## src/sfpx_pkg.sv

```systemverilog
// sfpx_pkg: constants and types of the post-computation exception unit.
// assumes: the upstream rounder delivers the unbounded exponent unbiased.
package sfpx_pkg;

	// result word and exponent widths
	localparam int RES_W = 64;
	localparam int EXP_W = 14;
	localparam int FRAC_W = 52;
	localparam int SGL_FRAC_W = 23;
	localparam int SGL_EXPF_W = 8;
	localparam int DBL_EXPF_W = 11;
	localparam int SGL_W = 32;

	// single-precision fraction sits in the top bits of the frac input
	localparam int SGL_FRAC_LSB = FRAC_W - SGL_FRAC_W;

	// rounding-mode field of the control/status word
	localparam logic [1:0] RND_NEAREST = 2'h0;
	localparam logic [1:0] RND_DOWN = 2'h1;
	localparam logic [1:0] RND_UP = 2'h2;
	localparam logic [1:0] RND_ZERO = 2'h3;

	// normal exponent range, unbiased
	localparam logic signed [EXP_W-1:0] SGL_EMAX = 14'sh007F;
	localparam logic signed [EXP_W-1:0] SGL_EMIN = -14'sh007E;
	localparam logic signed [EXP_W-1:0] DBL_EMAX = 14'sh03FF;
	localparam logic signed [EXP_W-1:0] DBL_EMIN = -14'sh03FE;
	localparam logic signed [EXP_W-1:0] SGL_BIAS = 14'sh007F;
	localparam logic signed [EXP_W-1:0] DBL_BIAS = 14'sh03FF;

	// trap scaling exponents: 2^192 single, 2^1536 double
	localparam logic signed [EXP_W-1:0] SGL_SCALE = 14'sh00C0;
	localparam logic signed [EXP_W-1:0] DBL_SCALE = 14'sh0600;

	// exponent field codes
	localparam logic [SGL_EXPF_W-1:0] SGL_EXPF_INF = 8'hFF;
	localparam logic [SGL_EXPF_W-1:0] SGL_EXPF_MAX = 8'hFE;
	localparam logic [DBL_EXPF_W-1:0] DBL_EXPF_INF = 11'h7FF;
	localparam logic [DBL_EXPF_W-1:0] DBL_EXPF_MAX = 11'h7FE;

	// flag and cause bit positions
	localparam int FLAG_W = 3;
	localparam int FLG_OVF = 0;
	localparam int FLG_UNF = 1;
	localparam int FLG_PREC = 2;

	// operation classes
	typedef enum logic [2:0] {
		OP_ARITH = 3'h0,
		OP_NARROW = 3'h1,
		OP_SQRT = 3'h2,
		OP_TO_INT = 3'h3,
		OP_TO_INT_TRUNC = 3'h4,
		OP_FROM_INT = 3'h5
	} sfpx_op_type;

	typedef struct packed {
		logic [FLAG_W-1:0] flags;
		logic [RES_W-1:0] res;
		logic res_valid;
		logic exc_event;
		logic [FLAG_W-1:0] cause;
	} sfpx_state_type;

endpackage

```

## src/sfpx_ovf_default.sv

```systemverilog
// sfpx_ovf_default: default result of a masked overflow.
// assumes: combinational, result consumed by a registering parent.
`timescale 1ns/10ps
module sfpx_ovf_default import sfpx_pkg::*; (
	// operation
	input wire logic dbl_in,
	input wire logic sign_in,
	input wire logic [1:0] rnd_mode_in,
	// result
	output logic [RES_W-1:0] res_out
);
	logic to_inf;

	always_comb begin
		// infinity unless rounding leans toward zero for this sign
		to_inf = (rnd_mode_in == RND_NEAREST) ||
			(rnd_mode_in == RND_DOWN && sign_in) ||
			(rnd_mode_in == RND_UP && !sign_in);
		if (dbl_in) begin
			res_out = to_inf ? {sign_in, DBL_EXPF_INF, {FRAC_W{1'b0}}} :
				{sign_in, DBL_EXPF_MAX, {FRAC_W{1'b1}}};
		end else begin
			res_out = to_inf ? {{SGL_W{1'b0}}, sign_in, SGL_EXPF_INF, {SGL_FRAC_W{1'b0}}} :
				{{SGL_W{1'b0}}, sign_in, SGL_EXPF_MAX, {SGL_FRAC_W{1'b1}}};
		end
	end
endmodule

```

## src/sfpx_post_exc.sv

```systemverilog
// sfpx_post_exc: post-computation overflow, underflow and inexact handling.
// assumes: upstream rounder gives both the unbounded and bounded results.
`timescale 1ns/10ps
module sfpx_post_exc import sfpx_pkg::*; (
	// clock and reset
	input wire logic ref_clk_in,
	input wire logic resetn_in,
	input wire logic ce_in,
	// control/status word fields
	input wire logic [1:0] ctl_rnd_mode_in,
	input wire logic [FLAG_W-1:0] ctl_mask_in,
	input wire logic [FLAG_W-1:0] flag_clear_in,
	// operation from the rounder
	input wire logic op_valid_in,
	input wire sfpx_op_type op_class_in,
	input wire logic op_dbl_in,
	input wire logic res_sign_in,
	input wire logic signed [EXP_W-1:0] res_exp_in,
	input wire logic [FRAC_W-1:0] res_frac_in,
	input wire logic res_inexact_in,
	input wire logic [RES_W-1:0] bnd_res_in,
	input wire logic bnd_inexact_in,
	// result
	output logic res_valid_out,
	output logic [RES_W-1:0] res_out,
	// status
	output logic [FLAG_W-1:0] sticky_flags_out,
	output logic exc_event_out,
	output logic [FLAG_W-1:0] exc_cause_out
);
	sfpx_state_type st_reg;
	sfpx_state_type st_next;

	logic ranged;
	logic dbl_eff;
	logic [1:0] rnd_eff;
	logic signed [EXP_W-1:0] emax;
	logic signed [EXP_W-1:0] emin;
	logic ovf;
	logic unf;
	logic ovf_trap;
	logic unf_trap;
	logic [FLAG_W-1:0] set_flags;
	logic [RES_W-1:0] ovf_default;
	logic [RES_W-1:0] scaled_res;

	// true when a flag bit is unmasked
	function automatic logic unmasked(input logic [FLAG_W-1:0] mask, input int idx);
		unmasked = !mask[idx];
	endfunction

	// operation decode
	always_comb begin
		// only fp-result arithmetic and narrowing can leave the range
		ranged = (op_class_in == OP_ARITH) || (op_class_in == OP_NARROW);
		// narrowing always lands in single precision
		dbl_eff = op_dbl_in && (op_class_in == OP_ARITH);
		// truncating conversions ignore the user mode
		rnd_eff = (op_class_in == OP_TO_INT_TRUNC) ? RND_ZERO : ctl_rnd_mode_in;
		emax = dbl_eff ? DBL_EMAX : SGL_EMAX;
		emin = dbl_eff ? DBL_EMIN : SGL_EMIN;
		ovf = op_valid_in && ranged && (res_exp_in > emax);
		unf = op_valid_in && ranged && (res_exp_in < emin);
		ovf_trap = ovf && unmasked(ctl_mask_in, FLG_OVF);
		unf_trap = unf && unmasked(ctl_mask_in, FLG_UNF);
	end

	sfpx_ovf_default u_ovf_default (
		.dbl_in(dbl_eff),
		.sign_in(res_sign_in),
		.rnd_mode_in(rnd_eff),
		.res_out(ovf_default)
	);

	sfpx_scale_pack u_scale_pack (
		.dbl_in(dbl_eff),
		.sign_in(res_sign_in),
		.exp_in(res_exp_in),
		.frac_in(res_frac_in),
		.scale_up_in(unf_trap),
		.res_out(scaled_res)
	);

	// response selection and flag update
	always_comb begin
		st_next = st_reg;
		st_next.res_valid = 1'b0;
		st_next.exc_event = 1'b0;
		set_flags = '0;
		if (op_valid_in) begin
			st_next.res_valid = 1'b1;
			st_next.cause = '0;
			if (ovf_trap) begin
				// trap takes the scaled value; inexact trap is suppressed
				st_next.res = scaled_res;
				set_flags[FLG_OVF] = 1'b1;
				set_flags[FLG_PREC] = res_inexact_in;
				st_next.cause[FLG_OVF] = 1'b1;
			end else if (unf_trap) begin
				st_next.res = scaled_res;
				set_flags[FLG_UNF] = 1'b1;
				set_flags[FLG_PREC] = res_inexact_in;
				st_next.cause[FLG_UNF] = 1'b1;
			end else begin
				if (ovf) begin
					// masked overflow is always inexact
					st_next.res = ovf_default;
					set_flags[FLG_OVF] = 1'b1;
					set_flags[FLG_PREC] = 1'b1;
				end else if (unf) begin
					// exact tiny results raise nothing
					st_next.res = bnd_res_in;
					set_flags[FLG_UNF] = bnd_inexact_in;
					set_flags[FLG_PREC] = bnd_inexact_in;
				end else begin
					st_next.res = bnd_res_in;
					set_flags[FLG_PREC] = res_inexact_in;
				end
				st_next.cause[FLG_PREC] = set_flags[FLG_PREC] &&
					unmasked(ctl_mask_in, FLG_PREC);
			end
			st_next.exc_event = |st_next.cause;
		end
		// a set arriving with its clear wins
		st_next.flags = (st_reg.flags & ~flag_clear_in) | set_flags;
	end

	// the whole state freezes while the clock enable is low
	always_ff @(posedge ref_clk_in or negedge resetn_in) begin
		if (!resetn_in) begin
			st_reg <= '0;
		end else if (ce_in) begin
			st_reg <= st_next;
		end
	end

	always_comb begin
		res_valid_out = st_reg.res_valid;
		res_out = st_reg.res;
		sticky_flags_out = st_reg.flags;
		exc_event_out = st_reg.exc_event;
		exc_cause_out = st_reg.cause;
	end
endmodule

```

## src/sfpx_scale_pack.sv

```systemverilog
// sfpx_scale_pack: packs the exponent-scaled result handed to a trap.
// assumes: exponent is the unbounded one after rounding, unbiased.
`timescale 1ns/10ps
module sfpx_scale_pack import sfpx_pkg::*; (
	// unbounded result
	input wire logic dbl_in,
	input wire logic sign_in,
	input wire logic signed [EXP_W-1:0] exp_in,
	input wire logic [FRAC_W-1:0] frac_in,
	// scale up for underflow, down for overflow
	input wire logic scale_up_in,
	// result
	output logic [RES_W-1:0] res_out
);
	logic signed [EXP_W-1:0] scale;
	logic signed [EXP_W-1:0] biased;

	always_comb begin
		scale = dbl_in ? DBL_SCALE : SGL_SCALE;
		biased = exp_in + (dbl_in ? DBL_BIAS : SGL_BIAS) + (scale_up_in ? scale : -scale);
		if (dbl_in) begin
			res_out = {sign_in, biased[DBL_EXPF_W-1:0], frac_in};
		end else begin
			res_out = {{SGL_W{1'b0}}, sign_in, biased[SGL_EXPF_W-1:0],
				frac_in[FRAC_W-1:SGL_FRAC_LSB]};
		end
	end
endmodule

```

## config.mk

```make
export PLATFORM = sky130hd
export DESIGN_NAME = sfpx_post_exc
export DESIGN_NICKNAME = d
export VERILOG_FILES = /design/src/sfpx_pkg.sv /design/src/sfpx_ovf_default.sv /design/src/sfpx_post_exc.sv /design/src/sfpx_scale_pack.sv
export SDC_FILE = /design/constraint.sdc
export NUM_CORES = 1
export LEC_CHECK = 0
export BUFFER_PORTS_ARGS = -buffer_cell sky130_fd_sc_hd__buf_2
export CAP_MARGIN = 5
export CORE_MARGIN = 3
export CORE_UTILIZATION = 52
export DETAILED_ROUTE_END_ITERATION = 10
export PLACE_DENSITY = 0.92
export SLEW_MARGIN = 0
export SYNTH_ARGS = -nofsm -noshare
export SYNTH_HDL_FRONTEND = slang
export SYNTH_SLANG_ARGS = --single-unit
```

## constraint.sdc

```tcl
create_clock -name ref_clk_in -period 2.3 [get_ports ref_clk_in]
set_clock_uncertainty 0.15 [all_clocks]
set_input_delay 0.115 -clock ref_clk_in [delete_from_list [all_inputs] [get_ports ref_clk_in]]
set_output_delay 0.115 -clock ref_clk_in [all_outputs]
set_load 0.02 [all_outputs]
```

* Word-level counts from Yosys, hierarchy flattened
Index checks and enable logic that the tools add are counted.
Operators by class: add/sub/neg operators 3, order comparisons 2, equality and inequality tests 4, muxes and demuxes 33, bitwise operators 3, reductions and logical operators 20
Operators by type and width (count):
- $mux 64 | 5
- $mux 53 | 1
- $mux 24 | 1
- $add 11x11->11 | 2
- $mux 11 | 2
- $mux 10 | 2
- $mux 1 | 16
- $gt 14x11->1 | 1
- $lt 14x11->1 | 1
- $neg 11->11 | 1
- $logic_and 1x1->1 | 9
- $mux 2 | 4
- $mux 5 | 1
- $logic_not 1->1 | 4
- $and 3x3->3 | 1
- $eq 3x1->1 const B | 1
- $eq 3x3->1 const B | 1
- $logic_not 3->1 | 1
- $logic_or 1x1->1 | 3
- $mux 3 | 1
- $not 3->3 | 1
- $or 3x3->3 | 1
- $reduce_or 3->1 | 1
- $eq 2x1->1 const B | 1
- other kinds (3) | 3
Storage, ports and cells: register bits after elaboration 72, output and inout port bits 72

* Logic depth before layout (Yosys ltp)
depth in word-level cells 16, gate-level depth with buffers 20, gate-level depth less buffers 18

* Cells and area by module
Synthesis repeated with hierarchy kept, for this count alone.
Unflattened totals: cells, all modules 711, area, all modules 6302.3 sq um
Modules (own cells, without submodules):
- sfpx_post_exc | instances 1, cells each 501, area an instance 4633.2 sq um
- sfpx_scale_pack | instances 1, cells each 143, area an instance 1163.6 sq um
- sfpx_ovf_default | instances 1, cells each 67, area an instance 505.5 sq um

* Worst setup path after synthesis
No wires, ideal clock.
path type input to register, from input port op_class_in[1], to register st_reg (netlist bit res_out[62]), library setup time 0.138 ns, arrival time 3.717 ns, data required time 2.012 ns, setup slack -1.705 ns, cell stages on the path 19, path buffers 2, path through nor2_1 > nand3b_2 > clkbuf_1 > buf_1 > ha_1 > or4_4 > o32ai_4 > a21boi_4 > nand2_1 > inv_1 > ha_1 > xor2_1 > ha_1 > inv_1 > a211oi_1 > nor2_1 > o21ai_0 > xnor2_1 > o221ai_1
Between the ends: word-level cells in the longest chain between the ends 11
Ends and longest elaborated chain:
- start: declaration | line sfpx_post_exc.sv:15 | input wire sfpx_op_type op_class_in,
- $logic_not 3->1 | line sfpx_post_exc.sv:55, sfpx_post_exc.sv:57
- $logic_and 1x1->1 | line sfpx_post_exc.sv:57 | dbl_eff = op_dbl_in && (op_class_in == OP_ARITH);
- $mux 10 | line sfpx_post_exc.sv:61 | emin = dbl_eff ? DBL_EMIN : SGL_EMIN;
- $lt 14x11->1 | line sfpx_post_exc.sv:63 | unf = op_valid_in && ranged && (res_exp_in < emin);
- $logic_and 1x1->1 | line sfpx_post_exc.sv:63
- $logic_and 1x1->1 | line sfpx_post_exc.sv:65 | unf_trap = unf && unmasked(ctl_mask_in, FLG_UNF);
- $mux 11 | line sfpx_scale_pack.sv:20 | biased = exp_in + (dbl_in ? DBL_BIAS : SGL_BIAS) + (scale_up_in ? scale : -scale);
- $add 11x11->11 | line sfpx_scale_pack.sv:20
- $mux 64 | line sfpx_scale_pack.sv:21 | if (dbl_in) begin
- $mux 64 | line sfpx_post_exc.sv:99 | end else if (unf_trap) begin
- $mux 64 (*) | line sfpx_post_exc.sv:93 | if (ovf_trap) begin
- end signal: assignment | line sfpx_post_exc.sv:133 | st_reg <= st_next;
- end: declaration | line sfpx_post_exc.sv:31 | sfpx_state_type st_reg;
Mark *: on every way between the ends. The rest lies on a longest branch, timed or not. A chain may end at the register's enable or synchronous reset.

* Worst setup path after layout
from input port op_class_in[2], to register st_reg (netlist bit res_out[61])
Same word-level chain as after synthesis.

==> results.py <==
metrics = {
    "hold_path": {
        "min_from": "bnd_res_in[57]",
        "hp-class": "in2reg",
    },
    "power_and_ir_drop": {
        "p_per_area_nw_per_um2": 548,
        "leakagePower_nw": 3.87,
        "max-vdd-ir-drop_uv": 435,
    },
    "layout": {
        "area_growth_syn_to_layout_pct": 69.1,
        "final_layout_size_suffix_gt1_share_pct": 51.5,
        "finalNetCount": 1090,
        "num-fill-cells": 290,
        "layout.cells.non_filler": 1030,
    },
    "sta": {
        "timing.setup.tns_ps": -22570,
        "hold_slack_ps": -7.94,
        "rsz0062_at_grt": "yes",
        "timing.fmax_mhz": 298,
        "maxSlewHeadroom_pct": 35.1,
        "fin_crit_sh_pct": 146,
        "tightestPinTransition_ps": 973,
        "final_critical_path_setup_slack_ps": -1060,
        "report.final.setup_viol": 68,
        "finalWorstPathRequiredPeriod_ps": 3360,
        "drv_slew": 0,
        "final-hold-violation-count": 2,
    },
    "global_routing": {
        "first_global_vias": 6425,
        "pin_count_of_the_biggest_net_entering_global_routing": 73,
        "wire_length_of_the_first_global_routing_pass_microns": 32400,
        "grt_antenna_before_repair": 0,
        "grt_util_all_layers_pct": 39.2,
        "global_route.overflow_total": 0,
    },
    "routing": {
        "drtPass1Iterations": 8,
        "wl_per_cell_microns": 25.9,
        "via_count": 7083,
        "drcViolationCount": 0,
        "via_per_instance_ratio": 6.88,
        "wl_microns": 26700,
        "drtAntennaViolNets": 0,
        "initialDrtViolationCount": 838,
    },
    "critical_path": {
        "worst_r2r_startpoint": "sticky_flags_out[2]$_DFFE_PN0P_",
        "required_ps": 2360,
        "critical_path_class": "in2reg",
        "crit_path_cell_trace": "buf_8 -> nor2_4 -> nand3b_4 -> ha_4 -> or4_4 -> o32ai_4 -> a21boi_4 -> nand2_2 -> inv_2 -> ha_4 -> xor2_1 -> ha_1 -> inv_2 -> buf_6 -> o21bai_4 -> a21oi_2 -> xor2_1 -> o221ai_1",
        "longest_individual_stage_delay_on_the_worst_path_ps": 550,
        "worstSetupEndpointType": "register",
        "worstSetupStartpointType": "primary input",
        "worst_path_max_delay_cell": "sky130_fd_sc_hd__or4_4",
        "crit_path_max_fanout": 4,
        "timing.critical_path.from": "op_class_in[2]",
        "worstPathArrival_ps": 3410,
    },
    "clock_tree": {
        "clock-root-buffer": "sky130_fd_sc_hd__clkbuf_8",
        "cts.sink_count": 72,
        "cts_tree": "built",
        "clock_insertion_delay_worst_skew_ps": 350,
        "worst_setup_hold_path_clk_slew_ps": 90,
        "cts-root-to-sink-buffers": 2,
        "cts-buffers-inserted": 9,
        "htree_levels": 3,
    },
    "floorplanning": {
        "start_util_pct": 55.0,
        "row_count": 34,
        "core_area_sq_um": 8930,
        "design.die.area_sq_um": 10700,
        "die-height_microns": 103,
        "top_level_ports": 221,
        "die_w_microns": 103,
    },
    "synth": {
        "synth-async-reset-ratio_pct": 100,
        "synth_seq_area_share_pct": 36.7,
        "synth_edf_count": 0,
        "yosys_warnings": 0,
        "synth.lib_cells_used.distinct": 54,
        "synth_nets": 753,
        "ys_dominant_reg_cell": "sky130_fd_sc_hd__dfrtp_1",
        "ys_ff_latch": 72,
        "postSynthCellCount": 578,
        "synthesis.area_sq_um": 4920,
        "synth_area_per_cell_sq_um": 8.51,
    },
    "placed_design": {
        "routability_driven_placement_congestion_ratio": 0.936,
        "dpl.cell_count": 937,
        "dpl_hpwl_microns": 13900,
        "detailedPlace.worstSlack_ps": -1300,
        "portBuffers": 220,
    },
    "outcome": {
        "outcome": "finished with violations",
        "violated_checks": "hold timing, setup timing",
    },
    "run": {
        "maxCapViolations": 0,
    },
}
## worst paths after layout
path	endpoint	cells past startpoint	slack [ps]
hold / removal	res_out[57]$_DFFE_PN0P_	4	-8
max in group asynchronous	res_out[5]$_DFFE_PN0P_	2	1040
hold reg to reg	sticky_flags_out[0]$_DFFE_PN0P_	2	340
min in group asynchronous	res_out[20]$_DFFE_PN0P_	2	280
setup reg to reg	sticky_flags_out[2]$_DFFE_PN0P_	2	1050
setup / recovery	res_out[61]$_DFFE_PN0P_	18	-1060
## worst max-delay path: cells and delay by family
kind / cells / cell delay [ps]
AND/OR/NAND/NOR: 4 / 940
adder cells (fa/ha/maj): 3 / 830
AO/OA/AOI/OAI: 5 / 680
XOR/XNOR: 2 / 460
buffers and inverters: 4 / 380
## cells in the mapped netlist (5+ instances only)
master / instances / share of area, %
sky130_fd_sc_hd__a21oi_1: 36 / 3.7
sky130_fd_sc_hd__a21o_1: 8 / 1.2
sky130_fd_sc_hd__xor2_1: 6 / 1.1
sky130_fd_sc_hd__o221a_2: 25 / 5.7
sky130_fd_sc_hd__ha_1: 25 / 6.4
sky130_fd_sc_hd__a211oi_1: 8 / 1.2
sky130_fd_sc_hd__o21ai_0: 65 / 6.6
sky130_fd_sc_hd__buf_2: 10 / 1.0
sky130_fd_sc_hd__inv_1: 14 / 1.1
sky130_fd_sc_hd__a221oi_1: 5 / 0.89
sky130_fd_sc_hd__nor2_1: 146 / 11
sky130_fd_sc_hd__dfrtp_1: 72 / 37
sky130_fd_sc_hd__clkbuf_1: 22 / 1.7
sky130_fd_sc_hd__a211oi_2: 23 / 5.9
sky130_fd_sc_hd__nand2b_1: 5 / 0.64
sky130_fd_sc_hd__o221ai_1: 5 / 0.89
sky130_fd_sc_hd__nand2_1: 31 / 2.4
sky130_fd_sc_hd__and2_1: 5 / 0.64
sky130_fd_sc_hd__xnor2_1: 6 / 1.1
## cell usage in the layout, fill, tap and decap left out, types with 4 or more instances in the layout
cell                            netlist  final
sky130_fd_sc_hd__a211oi_2            23     29
sky130_fd_sc_hd__a21o_1               8      8
sky130_fd_sc_hd__a21oi_1             36     13
sky130_fd_sc_hd__a21oi_2              1     23
sky130_fd_sc_hd__buf_12               0      8
sky130_fd_sc_hd__buf_2               10    217
sky130_fd_sc_hd__buf_4                1     72
sky130_fd_sc_hd__buf_6                4     17
sky130_fd_sc_hd__buf_8                0      4
sky130_fd_sc_hd__clkbuf_8             0     10
sky130_fd_sc_hd__dfrtp_1             72     72
sky130_fd_sc_hd__dlygate4sd3_1        0     44
sky130_fd_sc_hd__ha_1                25     19
sky130_fd_sc_hd__ha_4                 0      6
sky130_fd_sc_hd__inv_1               14     12
sky130_fd_sc_hd__inv_2                1      4
sky130_fd_sc_hd__nand2_1             31     25
sky130_fd_sc_hd__nand2_2              0      5
sky130_fd_sc_hd__nand2b_1             5      5
sky130_fd_sc_hd__nor2_1             146    142
sky130_fd_sc_hd__nor2_4               1      4
sky130_fd_sc_hd__nor2b_1              4      4
sky130_fd_sc_hd__o211ai_1             4      4
sky130_fd_sc_hd__o21ai_0             65     40
sky130_fd_sc_hd__o21ai_1              1     18
sky130_fd_sc_hd__o21ai_2              1      8
sky130_fd_sc_hd__o221a_2             25      6
sky130_fd_sc_hd__o221a_4              0     19
sky130_fd_sc_hd__o221ai_2             0      4
sky130_fd_sc_hd__xnor2_1              6      4
sky130_fd_sc_hd__xor2_1               6      5
## layout make-up
class / count / area [sq um] / area share, %
clock inverter: 6 / 90.1 / 1.08
timing repair buffer: 368 / 2640 / 31.7
multi-input combinational: 448 / 3450 / 41.5
antenna: 2 / 5.00 / 0.0602
tap: 108 / 135 / 1.63
clock buffer: 10 / 138 / 1.66
inverter: 16 / 60.1 / 0.722
sequential: 72 / 1800 / 21.7
## report_power, final
part	total [mW]	internal [mW]	switching [mW]
Combinational	1.75	0.766	0.981
Clock	1.24	0.648	0.587
Sequential	1.57	1.44	0.134
Total	4.55	2.85	1.70
## registers in the layout, summed over array words and instances (netlist names)
register          flops
res_valid_out         1
exc_cause_out         3
exc_event_out         1
res_out              64
sticky_flags_out      3
## per-stage QoR
stage / utilization, % / area (sq um) / power, mW
after global placement: 76.6 / 6840 / 2.90
final: 93.1 / 8310 / 4.55
after floorplan: - / 5260 / 2.36
after detailed placement: 76.6 / 6840 / 2.96
after CTS: 87.6 / 7820 / 4.23
after global routing: 93.0 / 8310 / 4.65
## cell families (layout without fill, tap and decap cells)
| group | count (synthesis) | in the layout | synth area share (%) |
|---|---|---|---|
| AND/OR/NAND/NOR | 209 | 209 | 17.8 |
| buffers and inverters | 58 | 400 | 5.40 |
| multiplexers | 1 | 1 | 0.229 |
| other | 0 | 2 | 0 |
| AO/OA/AOI/OAI | 200 | 200 | 31.0 |
| adder cells (fa/ha/maj) | 26 | 26 | 6.77 |
| XOR/XNOR | 12 | 12 | 2.14 |
| flip-flops | 72 | 72 | 36.7 |
## routing by layer
layer / track usage [%] / vias to the layer above / wire (microns)
met3: 10.3 / 309 / 3620
met1: 45.6 / 3201 / 8490
met5: 0 / - / 0
li1: - / 2741 / -
met2: 64.4 / 832 / 11900
met4: 24.5 / 0 / 2650
## repair_timing
action	4_1_cts	5_1_grt
hold endpoints to repair	112	0
setup buffers	9	18
cloned	4	4
endpoints found under the setup margin	60	67
gates resized for setup	29	61
pin swaps	23	37
hold buffers	44	0
No activity file was read; power rests on OpenSTA's default activity.
